### src/include/ebs_params.svh
`ifndef EBS_PARAMS_SVH
`define EBS_PARAMS_SVH

// bus geometry
`define EBS_NUM_BANKS 8
`define EBS_NUM_IO 2
`define EBS_ADDR_W 24
`define EBS_CYC_W 4

// bank window compare uses the top address byte (64 KB blocks)
`define EBS_BLK_HI 23
`define EBS_BLK_LO 16

// idle (deasserted) pin levels, also the reset values
`define EBS_BANK_SEL_IDLE 8'hff
`define EBS_IO_SEL_IDLE 2'h3
`define EBS_LANES_IDLE 2'h3

// byte lane patterns, active low: bit1 upper byte, bit0 lower byte
`define EBS_LANES_BOTH 2'h0
`define EBS_LANES_UPPER 2'h1
`define EBS_LANES_LOWER 2'h2

// timing counts in clock cycles
`define EBS_MIN_CYCLES 4'h1
`define EBS_IO_CYCLES_RST 4'h2

`endif

### src/include/ebs_pkg.sv
`include "ebs_params.svh"

package ebs_pkg;

	// memory kinds a bank may hold
	typedef enum logic [2:0]
	{
		EBS_MEM_SRAM16 = 3'h0,
		EBS_MEM_SRAM8 = 3'h1,
		EBS_MEM_SDRAM = 3'h2,
		EBS_MEM_ROM = 3'h3,
		EBS_MEM_EDO = 3'h4,
		EBS_MEM_FLASH = 3'h5
	} ebs_mem_e;

	// target of an access
	typedef enum logic [1:0]
	{
		EBS_KIND_MEM = 2'h0,
		EBS_KIND_IO0 = 2'h1,
		EBS_KIND_IO1 = 2'h2
	} ebs_kind_e;

	// one-hot sequencer states
	typedef enum logic [2:0]
	{
		EBS_ST_IDLE = 3'b001,
		EBS_ST_STROBE = 3'b010,
		EBS_ST_DONE = 3'b100
	} ebs_state_e;

	// per-bank configuration
	typedef struct packed
	{
		logic [7:0] start_blk;
		logic [7:0] end_blk;
		logic [`EBS_CYC_W-1:0] cycles;
		logic width16;
		ebs_mem_e mem;
	} ebs_bank_cfg_s;

	// one access request
	typedef struct packed
	{
		logic [`EBS_ADDR_W-1:0] addr;
		logic write;
		logic size16;
		ebs_kind_e kind;
	} ebs_req_s;

endpackage : ebs_pkg
### src/hw/ebs_bank_decode.sv
`timescale 1ns/1ps
`default_nettype none
`include "ebs_params.svh"

module ebs_bank_decode
(
	// address and bank windows
	input wire logic [`EBS_ADDR_W-1:0] i_addr,
	input wire ebs_pkg::ebs_bank_cfg_s [`EBS_NUM_BANKS-1:0] i_bank_cfg,
	// decode result
	output logic [`EBS_NUM_BANKS-1:0] o_hit_onehot,
	output logic o_any_hit,
	output logic [2:0] o_hit_idx
);
	import ebs_pkg::*;

	logic [`EBS_NUM_BANKS-1:0] in_range;
	logic [7:0] blk;

	assign blk = i_addr[`EBS_BLK_HI:`EBS_BLK_LO];

	// window compare per bank, inclusive at both ends
	genvar g;
	generate
		for (g = 0; g < `EBS_NUM_BANKS; g = g + 1)
		begin : g_bank
			assign in_range[g] = (blk >= i_bank_cfg[g].start_blk) &&
				(blk <= i_bank_cfg[g].end_blk);
		end
	endgenerate

	// lowest bank wins so overlapping windows never raise two selects
	always_comb
	begin
		o_hit_onehot = '0;
		o_hit_idx = 3'h0;
		o_any_hit = 1'b0;
		for (int i = `EBS_NUM_BANKS - 1; i >= 0; i = i - 1)
		begin
			if (in_range[i])
			begin
				o_hit_onehot = '0;
				o_hit_onehot[i] = 1'b1;
				o_hit_idx = 3'(i);
				o_any_hit = 1'b1;
			end
		end
	end

endmodule : ebs_bank_decode

`default_nettype wire

### src/hw/ebs_strobe_gen.sv
`timescale 1ns/1ps
`default_nettype none
`include "ebs_params.svh"

module ebs_strobe_gen
(
	// clock and reset
	input wire logic i_mclk,
	input wire logic i_sys_rst,
	// bank and io configuration
	input wire ebs_pkg::ebs_bank_cfg_s [`EBS_NUM_BANKS-1:0] i_bank_config,
	input wire logic [`EBS_CYC_W-1:0] i_io_cycles,
	// access request from the core
	input wire logic i_req_valid,
	input wire ebs_pkg::ebs_req_s i_req,
	output logic o_req_ready,
	// completion
	output logic o_done,
	output logic o_miss,
	output logic o_bus_width16,
	// external bus pins
	input wire logic i_bus_wait_n,
	output logic [`EBS_ADDR_W-1:0] o_addr,
	output logic [`EBS_NUM_BANKS-1:0] o_bank_select_n,
	output logic [`EBS_NUM_IO-1:0] o_io_device_select_n,
	output logic o_read_strobe_n,
	output logic o_write_strobe_n,
	output logic [1:0] o_byte_write_strobe_n
);
	import ebs_pkg::*;

	////////////////////////////////////////////////////////////////////////////
	// decode

	logic [`EBS_NUM_BANKS-1:0] hit_onehot;
	logic any_hit;
	logic [2:0] hit_idx;
	logic take;
	logic is_io;
	logic [`EBS_CYC_W-1:0] cycles_sel;
	logic width16_sel;
	ebs_mem_e mem_sel;
	logic [1:0] lanes_n;
	logic [1:0] byte_n_nxt;
	logic we_n_nxt;
	logic oe_n_nxt;

	ebs_bank_decode u_decode
	(
		.i_addr(i_req.addr),
		.i_bank_cfg(i_bank_config),
		.o_hit_onehot(hit_onehot),
		.o_any_hit(any_hit),
		.o_hit_idx(hit_idx)
	);

	assign take = i_req_valid && o_req_ready;
	assign is_io = (i_req.kind != EBS_KIND_MEM);

	// per-target timing and width; io devices run 16-bit like x16 sram
	always_comb
	begin
		if (is_io)
		begin
			cycles_sel = i_io_cycles;
			width16_sel = 1'b1;
			mem_sel = EBS_MEM_SRAM16;
		end
		else
		begin
			cycles_sel = i_bank_config[hit_idx].cycles;
			width16_sel = i_bank_config[hit_idx].width16;
			mem_sel = i_bank_config[hit_idx].mem;
		end
	end

	// byte lanes: an 8-bit bus only ever uses the low lane
	always_comb
	begin
		if (!width16_sel)
			lanes_n = `EBS_LANES_LOWER;
		else if (i_req.size16)
			lanes_n = `EBS_LANES_BOTH;
		else if (i_req.addr[0])
			lanes_n = `EBS_LANES_UPPER;
		else
			lanes_n = `EBS_LANES_LOWER;
	end

	// strobe pattern per memory kind
	always_comb
	begin
		oe_n_nxt = 1'b1;
		we_n_nxt = 1'b1;
		byte_n_nxt = `EBS_LANES_IDLE;
		if (!i_req.write)
		begin
			oe_n_nxt = 1'b0;
			if (mem_sel == EBS_MEM_SDRAM)
				byte_n_nxt = lanes_n;
		end
		else
		begin
			case (mem_sel)
				EBS_MEM_SRAM16:
				begin
					we_n_nxt = 1'b0;
					byte_n_nxt = lanes_n;
				end
				EBS_MEM_SDRAM:
				begin
					we_n_nxt = 1'b0;
					byte_n_nxt = lanes_n;
				end
				// x8 sram, rom, edo and flash writes fire no write strobe; byte strobe zero still fires
				default:
				begin
					byte_n_nxt = `EBS_LANES_LOWER;
				end
			endcase
		end
	end

	////////////////////////////////////////////////////////////////////////////
	// sequencer

	ebs_state_e state_r;
	logic [`EBS_CYC_W-1:0] cnt_r;
	logic last_cycle;

	// wait is only looked at once the programmed count has run out
	assign last_cycle = (cnt_r <= `EBS_MIN_CYCLES) && i_bus_wait_n;

	// state transitions
	always_ff @(posedge i_mclk or posedge i_sys_rst)
	begin
		if (i_sys_rst)
			state_r <= EBS_ST_IDLE;
		else
		begin
			case (state_r)
				EBS_ST_IDLE:
					if (take)
						state_r <= (is_io || any_hit) ? EBS_ST_STROBE : EBS_ST_DONE;
				EBS_ST_STROBE:
					if (last_cycle)
						state_r <= EBS_ST_DONE;
				EBS_ST_DONE:
					state_r <= EBS_ST_IDLE;
				default:
					state_r <= EBS_ST_IDLE;
			endcase
		end
	end

	// active cycle counter, a zero count is stretched to one cycle
	always_ff @(posedge i_mclk or posedge i_sys_rst)
	begin
		if (i_sys_rst)
			cnt_r <= `EBS_MIN_CYCLES;
		else if (take)
			cnt_r <= (cycles_sel < `EBS_MIN_CYCLES) ? `EBS_MIN_CYCLES : cycles_sel;
		else if (state_r == EBS_ST_STROBE && cnt_r > `EBS_MIN_CYCLES)
			cnt_r <= cnt_r - `EBS_MIN_CYCLES;
	end

	// handshake and completion flags
	always_ff @(posedge i_mclk or posedge i_sys_rst)
	begin
		if (i_sys_rst)
		begin
			o_req_ready <= 1'b0;
			o_done <= 1'b0;
			o_miss <= 1'b0;
		end
		else
		begin
			o_req_ready <= (state_r == EBS_ST_DONE) ||
				(state_r == EBS_ST_IDLE && !take);
			o_done <= (state_r == EBS_ST_STROBE && last_cycle) ||
				(take && !is_io && !any_hit);
			o_miss <= take && !is_io && !any_hit;
		end
	end

	////////////////////////////////////////////////////////////////////////////
	// pin drivers

	// address and width held for the whole access
	always_ff @(posedge i_mclk or posedge i_sys_rst)
	begin
		if (i_sys_rst)
		begin
			o_addr <= '0;
			o_bus_width16 <= 1'b0;
		end
		else if (take)
		begin
			o_addr <= i_req.addr;
			o_bus_width16 <= width16_sel;
		end
	end

	// selects and strobes, released on the last active cycle
	always_ff @(posedge i_mclk or posedge i_sys_rst)
	begin
		if (i_sys_rst)
		begin
			o_bank_select_n <= `EBS_BANK_SEL_IDLE;
			o_io_device_select_n <= `EBS_IO_SEL_IDLE;
			o_read_strobe_n <= 1'b1;
			o_write_strobe_n <= 1'b1;
			o_byte_write_strobe_n <= `EBS_LANES_IDLE;
		end
		else if (take && (is_io || any_hit))
		begin
			o_bank_select_n <= is_io ? `EBS_BANK_SEL_IDLE : ~hit_onehot;
			o_io_device_select_n <= {i_req.kind != EBS_KIND_IO1,
				i_req.kind != EBS_KIND_IO0};
			o_read_strobe_n <= oe_n_nxt;
			o_write_strobe_n <= we_n_nxt;
			o_byte_write_strobe_n <= byte_n_nxt;
		end
		else if (state_r != EBS_ST_STROBE || last_cycle)
		begin
			o_bank_select_n <= `EBS_BANK_SEL_IDLE;
			o_io_device_select_n <= `EBS_IO_SEL_IDLE;
			o_read_strobe_n <= 1'b1;
			o_write_strobe_n <= 1'b1;
			o_byte_write_strobe_n <= `EBS_LANES_IDLE;
		end
	end

endmodule : ebs_strobe_gen

`default_nettype wire

### config.mk
export PLATFORM = sky130hd
export DESIGN_NAME = ebs_strobe_gen
export DESIGN_NICKNAME = d
export VERILOG_FILES = /design/src/include/ebs_pkg.sv /design/src/hw/ebs_bank_decode.sv /design/src/hw/ebs_strobe_gen.sv
export VERILOG_INCLUDE_DIRS = /design/src /design/src/include
export SDC_FILE = /design/constraint.sdc
export NUM_CORES = 1
export LEC_CHECK = 0
export BUFFER_PORTS_ARGS = -buffer_cell sky130_fd_sc_hd__buf_2
export CORE_MARGIN = 4
export CORE_UTILIZATION = 53
export DETAILED_ROUTE_END_ITERATION = 7
export PLACE_DENSITY = 0.89
export SYNTH_ARGS = -nofsm -noshare
export SYNTH_HDL_FRONTEND = slang
export SYNTH_HIERARCHICAL = 1
export SYNTH_SLANG_ARGS = --single-unit
### constraint.sdc
create_clock -name i_mclk -period 3.46 [get_ports i_mclk]
set_clock_uncertainty 0.1 [all_clocks]
set_input_delay 0.173 -clock i_mclk [delete_from_list [all_inputs] [get_ports i_mclk]]
set_output_delay 0.173 -clock i_mclk [all_outputs]
set_load 0.01 [all_outputs]
# Yosys cells after proc, flatten, opt, wreduce, memory -nomap -nowiden
# Index checks and enable logic that the tools add are counted.
# Widths: inputs -> output; s select.
# word_totals
ff_bits	49
elab_cells	126
# op_classes
add_sub_neg	1
magnitude_cmp	20
n_eq_ne	9
mux	54
bitwise_logic	1
reduce_logical	29
# ops
cell	count
$mux 8	12
$bmux 24 s3	1
$ge 8x8->1	8
$le 8x8->1	8
$mux 3	12
$mux 2	9
$logic_and 1x1->1	16
$mux 4	4
$mux 1	15
$not 8->8	1
$eq 3x2->1 const B	2
$ne 2x2->1 const B	3
$pmux 3 s2	1
$reduce_bool 2->1	3
$gt 4x1->1 const B	1
$le 4x1->1 const B	1
$logic_or 1x1->1	4
$lt 3x4->1 const B	1
$lt 4x1->1 const B	1
$sub 4x1->4 const B	1
$eq 3x1->1 const B	1
$eq 3x3->1 const B	1
$logic_not 1->1	3
$logic_not 3->1	1
other kinds (4)	4

# Logic depth before layout (Yosys ltp)
# Gate-level depths: netlist (run 1).
# logic_depth
ltp_word	18
mapped_depth	17

# Cells and area by module
# Netlist (run 1), hierarchy kept.
# modules_own_cells
module	instances	cells_each	area_each_um2
ebs_bank_decode	1	448	3253.1
ebs_strobe_gen	1	219	2655.0

# Worst setup path after synthesis (run 1)
# No wires, ideal clock.
# synth_timing
path_type	input port to flip-flop
start	in i_req[20] (netlist name)
end	reg o_byte_write_strobe_n[0]
setup_time_ns	0.073
arrival_time_ns	3.334
t_required_ns	3.287
setup_slack_ns	-0.047
cell_stages	16
n_path_buf	2
path_cell_list	inv_1 > ha_1 > nand2b_1 > a21o_1 > a21oi_2 > o21ai_1 > o211a_4 > nand2b_4 > buf_6 > a31oi_1 > buf_6 > mux4_1 > mux2i_1 > nand2_1 > mux2_4 > a21oi_1
# synth_between
elab_chain_cells	18
# synth_lines
item	line	rtl
start, declared	ebs_strobe_gen.sv:15	input wire ebs_pkg::ebs_req_s i_req,
$ge 8x8->1 or $le 8x8->1 (tied branches)	ebs_bank_decode.sv:27, ebs_bank_decode.sv:28	
$logic_and 1x1->1	ebs_bank_decode.sv:27	assign in_range[g] = (blk >= i_bank_cfg[g].start_blk) &&
$mux 3 (7 in series)	ebs_bank_decode.sv:40	if (in_range[i])
$mux 3 *	ebs_bank_decode.sv:40	
named net hit_idx[1]	ebs_strobe_gen.sv:37	logic [2:0] hit_idx;
$bmux 24 s3 *	ebs_strobe_gen.sv:72, ebs_strobe_gen.sv:73	
$mux 8 (implied by the code) *	ebs_strobe_gen.sv:73	mem_sel = i_bank_config[hit_idx].mem;
$mux 3	ebs_strobe_gen.sv:63	if (is_io)
$eq 3x2->1 or $logic_not 3->1 (tied branches)	ebs_strobe_gen.sv:99, ebs_strobe_gen.sv:104	
$reduce_or 2->1 (no source line)	n/a	
$mux 2	ebs_strobe_gen.sv:104	case (mem_sel)
$mux 2 *	ebs_strobe_gen.sv:96	if (!i_req.write)
$mux 2 *	ebs_strobe_gen.sv:215	else if (take && (is_io || any_hit))
end signal, assigned	ebs_strobe_gen.sv:213	o_byte_write_strobe_n <= `EBS_LANES_IDLE;
end signal, assigned	ebs_strobe_gen.sv:222	o_byte_write_strobe_n <= byte_n_nxt;
end signal, assigned	ebs_strobe_gen.sv:230	o_byte_write_strobe_n <= `EBS_LANES_IDLE;
end, declared	ebs_strobe_gen.sv:28	output logic [1:0] o_byte_write_strobe_n
# The timed path passes the listed nets; every way through them passes the cells marked *. The select of a mux whose other input is x is not followed.
# A chain may end at the register's enable or synchronous reset.

# Worst setup path in the final report (run 1)
# layout_timing
start	in i_req[20] (netlist name)
end	reg cnt_r[0]
# layout_between
elab_chain_cells	16
# layout_lines
item	line	rtl
$ge 8x8->1 or $le 8x8->1 (tied branches)	ebs_bank_decode.sv:27, ebs_bank_decode.sv:28	
$logic_and 1x1->1	ebs_bank_decode.sv:27	
$mux 3 (7 in series)	ebs_bank_decode.sv:40	
$mux 3 *	ebs_bank_decode.sv:40	
named net hit_idx[1]	ebs_strobe_gen.sv:37	
$bmux 24 s3 *	ebs_strobe_gen.sv:71	cycles_sel = i_bank_config[hit_idx].cycles;
$mux 8 *	n/a	
$mux 4 *	ebs_strobe_gen.sv:63	
$lt 4x1->1 (no source line)	n/a	
$mux 4 *	ebs_strobe_gen.sv:162	cnt_r <= (cycles_sel < `EBS_MIN_CYCLES) ? `EBS_MIN_CYCLES : cycles_sel;
$mux 4 *	ebs_strobe_gen.sv:161	else if (take)
end signal, assigned	ebs_strobe_gen.sv:160	cnt_r <= `EBS_MIN_CYCLES;
end signal, assigned	ebs_strobe_gen.sv:162	
end signal, assigned	ebs_strobe_gen.sv:164	cnt_r <= cnt_r - `EBS_MIN_CYCLES;
end, declared	ebs_strobe_gen.sv:128	logic [`EBS_CYC_W-1:0] cnt_r;
# Marks and branches as above.

==> results.cfg, run 1 <==
[outcome]
status = finished, final reports clean

[synth]
ys_seq_area_frac = 0.211
synth_compound_area_frac = 0.154
synthesis.nets = 1025
synthArstFlopShare = 1.00
synthMuxAreaShare = 0.133
ys_warn_count = 6
synth_edf_count = 0
synth_cells = 667
avgSynthCellArea_um2 = 8.86
synth-adder-area-share = 0.275
synth_cell_types = 56
synthXorXnorAreaFrac = 0.00296
yosys.area_share.simple = 0.130
yosys_most_used_dff = dfrtp_1
synth_area_mm2 = 0.00591
synth_top_family_by_area = adder cells
ys_ff_latch = 49

[worst_setup_path]
cpMaxStageDelayCell = mux4_1
path_cells = buf_6 > clkinvlp_4 > buf_2 > ha_1 > nand4_1 > nor2_1 > a211oi_1 > nor3_2 > buf_4 > nor2_2 > nand2b_4 > a31oi_4 > buf_12 > buf_4 > mux4_1 > mux2i_1 > nor2_1 > a21oi_2 > a41o_1
worstPathRequired_ps = 3600
rr_startpoint = cnt_r[0]
r2r_slack_ps = 1350
cp_max_fo = 8
crit_family = buffers and inverters
worstSetupStartpointType = primary input
crit_arrival_ps = 3580
crit_path_end_kind = flip-flop
max_stage_delay_ps = 550
cp_num_cells = 19
r2r-end = o_bank_select_n[5]
criticalPathCategory = primary input to flip-flop
critPathBufInv = 6
r2r_cells = 7

[routing]
ant_nets = 0
num_vias = 6304
wl_per_cell_um = 17.0
viasPerCell = 5.50
route.detailed.drc = 0
first_iter_violations = 352
wl_um = 19400
dr.pass1.iters = 6

[clock_tree]
h-tree-depth = 2
clk_latency_ps = 290
cts_root_buf = clkbuf_8
clockBufferDepth = 2
cts_sinks = 49
path_clk_slew_ps = 90
tritoncts = built
cts_buffers = 5

[power]
clock_power_share = 0.107
p_int_mw = 1.85
power_frac_comb = 0.581
netSwitchingPower_mw = 1.16
max-vdd-ir-drop_mv = 0.437
cellPowerDensity_mw_per_mm2 = 369
power.share.sequential = 0.312
switching_share = 0.386
p_leak_nw = 4.55

[timing]
period_share = 0.996
maxSlewHeadroom = 0.338
whs_ps = 9.13
period_needed_ps = 3440
fmax_ghz = 0.290
setup-violations-final = 0
slew_violations = 0
grt_setup_unrepaired = true
hold_viol = 0
worst_slew_pin_slew_ps = 991

[floorplanning]
ios = 270
coreArea_mm2 = 0.0109
num_rows = 38
dieWidth_um = 114
start_util = 0.543
die_h_um = 114
dieArea_mm2 = 0.0129

[placement]
gp_congestion = 0.949
io_buffers = 269
dp.final_hpwl_um = 15900

[global_route]
grt.total_usage = 0.275
grt_max_degree = 50
overflow = 0
grt_pass1_vias = 6249
antenna_found_initial = 1
grt_pass1_wl_um = 29100

[flow_run]
cap_violations = 0

[final_layout]
syn_to_final_growth_pct = 38.4
most-common-layout-cells = buf_2 (269), ha_1 (129), inv_1 (123), buf_4 (60), a21oi_1 (54)
layout-drive-gt1-share = 0.425
final_util = 0.751
final_common_cell = buf_2
nNetsFinal = 1362
num-fill-cells = 733

[hold_path]
hp-class = primary input to async pin
==> registers in the layout (all words and copies together), names as in the netlist <==
| name | count |
|---|---|
| o_bank_select_n | 8 |
| o_req_ready | 1 |
| cnt_r | 4 |
| o_bus_width16 | 1 |
| o_byte_write_strobe_n | 2 |
| state_r | 3 |
| o_addr | 24 |
| o_miss | 1 |
| o_read_strobe_n | 1 |
| o_done | 1 |
| o_write_strobe_n | 1 |
| o_io_device_select_n | 2 |
==> stage by stage <==
stage               total power [mW]  TNS (ps)  cell area (um2)  std cells  setup WS (ps)
floorplan                       1.91         0             5910        667           3.81
global placement                2.50     -1040             7840       1121           -196
detailed placement              2.57     -1750             7840       1121           -347
CTS                             2.91         0             7960       1133           4.55
global route                    3.24      -443             8170       1146           -114
finish                          3.01         0             8170       1146           15.3
==> cell usage after synthesis, types with 2 or more instances <==
cell,count,area share
ha_1,130,0.28
inv_1,126,0.080
a21oi_1,59,0.050
nor2_1,45,0.029
dfrtp_1,33,0.14
mux2_2,24,0.046
nand2_1,22,0.014
o21ai_0,17,0.014
dfstp_2,16,0.071
nand4_1,16,0.017
mux2i_1,15,0.025
a21o_1,14,0.018
nand2b_1,11,0.012
nand3_1,11,0.0093
mux4_1,10,0.044
nor2b_1,10,0.011
nor3_1,10,0.0085
a31oi_1,7,0.0074
clkbuf_1,7,0.0044
o211ai_1,7,0.0089
a211oi_1,6,0.0076
a211o_1,4,0.0059
and3_1,4,0.0042
buf_2,4,0.0034
mux4_2,4,0.015
nor3b_1,4,0.0051
o21ai_1,4,0.0034
or2_2,4,0.0042
a2111oi_0,3,0.0044
a221oi_1,3,0.0044
and2_1,3,0.0032
o21a_1,3,0.0038
o31ai_1,3,0.0038
buf_6,2,0.0038
o22ai_1,2,0.0021
or3_1,2,0.0021
or3b_1,2,0.0030
xnor2_1,2,0.0030
==> power by group through the flow <==
stage | Sequential [mW] | Clock, mW | Combinational (mW)
final | 0.939 | 0.323 | 1.75
after global routing | 0.965 | 0.359 | 1.92
after CTS | 0.933 | 0.328 | 1.65
after detailed placement | 0.938 | 0 | 1.63
after global placement | 0.927 | 0 | 1.57
after floorplan | 1.00 | 0 | 0.904
==> layout make-up <==
cell class	count	area, um2	area share
tap	140	175	0.0214
antenna	1	2.50	0.000306
inverter	126	477	0.0583
timing repair buffer	344	1970	0.242
sequential	49	1250	0.152
clock buffer	8	80.1	0.00980
multi-input combinational	478	4220	0.516
==> logic make-up (layout without fill, tap and decap cells) <==
group,count (synthesis),after routing
buf+inv,140,478
xor+xnor,2,2
flops,49,49
simple gates,149,149
fa+ha+maj,130,130
compound gates,143,143
other cells,0,1
mux,54,54
==> layer usage <==
metal,share of wire,routed length (um),vias up,GRT usage
met5,0,0,-,0
met4,0.033,648,0,0.0801
met3,0.081,1580,58,0.0509
met2,0.50,9800,326,0.486
met1,0.38,7410,2882,0.342
li1,-,-,3038,-
==> worst max path at each step <==
stage / startpoint / to / slack [ps]
2_1_floorplan: i_req[20] / o_byte_write_strobe_n[0] / 4
3_3_place_gp: i_req[20] / o_byte_write_strobe_n[0] / -200
3_5_place_dp: i_req[20] / o_byte_write_strobe_n[0] / -350
4_1_cts: i_req[20] / o_byte_write_strobe_n[0] / 5
5_1_grt: i_req[20] / cnt_r[0] / -110
6_report: i_req[20] / cnt_r[0] / 20
==> repair_timing <==
| item | 4_1_cts | 5_1_grt |
|---|---|---|
| setup endpoints to repair | 1 | 7 |
| setup buffers | 2 | 8 |
| hold endpoints to repair | 2 | 2 |
| pin swaps | 1 | 9 |
| resized for setup | 1 | 39 |
| hold buffers | 2 | 2 |
| gates cloned | 0 | 2 |
No activity file was read; power rests on OpenSTA's default activity.
==> inputs of run 2 (changes only) <==
--- a/config.mk
+++ b/config.mk
@@ -10,6 +10,7 @@
 export CORE_MARGIN = 4
 export CORE_UTILIZATION = 53
 export DETAILED_ROUTE_END_ITERATION = 7
+export GPL_TIMING_DRIVEN = 0
 export PLACE_DENSITY = 0.89
 export SYNTH_ARGS = -nofsm -noshare
 export SYNTH_HDL_FRONTEND = slang
==> run 2 against run 1 <==
  * Clock power grew 4%
  * Critical path depth shrank 1
  * Total power grew 1.2%
  * Cell area grew 0.21%
  * First-iteration DRC count shrank 5.7%
  * Critical path type unchanged
  * Largest power group unchanged
==> results.cfg, run 2 (synthesis gave the netlist of run 1 again) <==
[worst_setup_path]
cpMaxStageDelayCell = mux2_4
crit_family = compound AO/OA/AOI/OAI gates
crit_path_end_kind = flip-flop
worstPathRequired_ps = 3590
criticalPathCategory = primary input to flip-flop
path_cells = buf_6 > clkinvlp_4 > buf_12 > buf_6 > ha_1 > nand2b_1 > a21o_1 > a211oi_1 > or3_1 > o2bb2ai_4 > nand2_2 > a211oi_2 > buf_4 > mux4_2 > mux2i_1 > nand2_2 > mux2_4 > a21oi_2
crit_arrival_ps = 3520
max_stage_delay_ps = 320
worstSetupStartpointType = primary input
cp_num_cells = 18
critPathBufInv = 5
r2r_cells = 7
cp_max_fo = 8

[power]
max-vdd-ir-drop_mv = 0.490
cellPowerDensity_mw_per_mm2 = 372
p_leak_nw = 4.42

[placement]
dpl-instance-area_mm2 = 0.00745
io_buffers = 269
dp.final_hpwl_um = 14600
gp_congestion = 0.905
pre_cts_ws_ps = -1110
dp.cells = 1077

[floorplanning]
num_rows = 38
dieWidth_um = 114
coreArea_mm2 = 0.0109
dieArea_mm2 = 0.0129
start_util = 0.543
ios = 270
die_h_um = 114

[final_layout]
stdcell_area_mm2 = 0.00819
nNetsFinal = 1327
stdcell_count = 1112
layout-drive-gt1-share = 0.423
num-fill-cells = 750
top_regs = o_addr: 24 flops, o_bank_select_n: 8 flops, cnt_r: 4 flops
final_common_cell = buf_2
top_register = o_addr
final_util = 0.752
largest_reg_flops = 24
most-common-layout-cells = buf_2 (263), ha_1 (125), inv_1 (124), a21oi_1 (52), nor2_1 (44)
syn_to_final_growth_pct = 38.6

[routing]
route.detailed.drc = 0
num_vias = 6241
wl_per_cell_um = 17.3
wl_um = 19200
ant_nets = 0
viasPerCell = 5.61
dr.pass1.iters = 5
first_iter_violations = 332

[clock_tree]
cts_root_buf = clkbuf_8
cts_sinks = 49
path_clk_slew_ps = 90
tritoncts = built
cts_buffers = 5
clockBufferDepth = 2
h-tree-depth = 2
clk_latency_ps = 300

[timing]
tns_ps = 0
maxSlewHeadroom = 0.547
slew_violations = 0
hold_viol = 0
worst_slew_pin_slew_ps = 673
period_share = 0.980
fmax_ghz = 0.295
setup_ws_ps = 67.6
setup-violations-final = 0
period_needed_ps = 3390

[global_route]
grt_pass1_wl_um = 28000
grt_max_degree = 40
grt.total_usage = 0.267
grt_pass1_vias = 6061
antenna_found_initial = 2
overflow = 0

[outcome]
status = finished, final reports clean

[hold_path]
hp-class = primary input to flip-flop
worstHoldPathCells = 2

[flow_run]
cap_violations = 0
run 2: changes by cell type in the layout (fill, tap and decap cells not counted), moves of 3 or more:
cell / before / now
buf_4: 60 / 20
ha_1: 129 / 125
o21ai_1: 6 / 3
nand2b_1: 9 / 6
ha_4: 1 / 5
nand2b_4: 3 / 6
a2111oi_4: 0 / 3
clkbuf_1: 3 / 7
buf_2: 269 / 263
a31oi_1: 6 / 3
a31oi_4: 1 / 4
run 2: stage by stage:
step	hold WS [ps]	power [mW]
4_1_cts	2.75	2.89
3_3_place_gp	276	2.40
2_1_floorplan	123	1.91
5_1_grt	-1.07	3.26
6_report	4.85	3.05
3_5_place_dp	20.6	2.48
run 2: repair_timing:
action | in CTS | in global routing
gates resized for setup | 37 | 53
cloned | 0 | 0
hold endpoints to repair | 15 | 0
endpoints found under the setup margin | 19 | 15
hold buffers | 6 | 0
pin swaps | 5 | 25
setup buffers | 9 | 11
run 2: worst paths after layout:
path                                            end  slack [ps]     startpoint
min reg2reg                           o_bus_width16         390  o_bus_width16
max reg2reg                      o_bank_select_n[4]        1170       cnt_r[0]
min                                      o_addr[12]           5      i_req[16]
max                        o_byte_write_strobe_n[0]          70      i_req[20]
min in group asynchronous                 o_addr[3]         250      i_sys_rst
max in group asynchronous           o_read_strobe_n        2450      i_sys_rst
run 2: cell type report:
cell class	count	area (um2)	share of cell area
diodes	2	5.00	0.000611
well taps	140	175	0.0214
repair buffers	296	1650	0.201
inverters	126	477	0.0582
clock buffers	6	72.6	0.00886
clock inverters	2	10.0	0.00122
multi-input cells	478	4470	0.546
flip-flops and latches	49	1250	0.152
plain buffers	13	83.8	0.0102
run 2: worst reg2reg max path: stages, from the launching register on:
cell and delay, ps:
dfstp_2 570, ha_1 150, nor2_1 50, or4b_2 680, nand3_2 170, buf_2 270, nor2_1 70, a21oi_1 140
run 2: routing by layer:
metal,routed length [um],part of all wire,vias to the layer above,track usage
li1,-,-,2975,-
met5,0,0,-,0
met2,9650,0.50,313,0.477
met3,1420,0.074,58,0.0488
met1,7410,0.39,2895,0.318
met4,757,0.039,0,0.100
run 2: report_power, final:
group,switching [mW],internal [mW],leakage (nW)
Sequential,0.143,0.798,0.563
Combinational,0.878,0.896,3.81
Clock,0.194,0.141,0.0450
Total,1.22,1.83,4.42
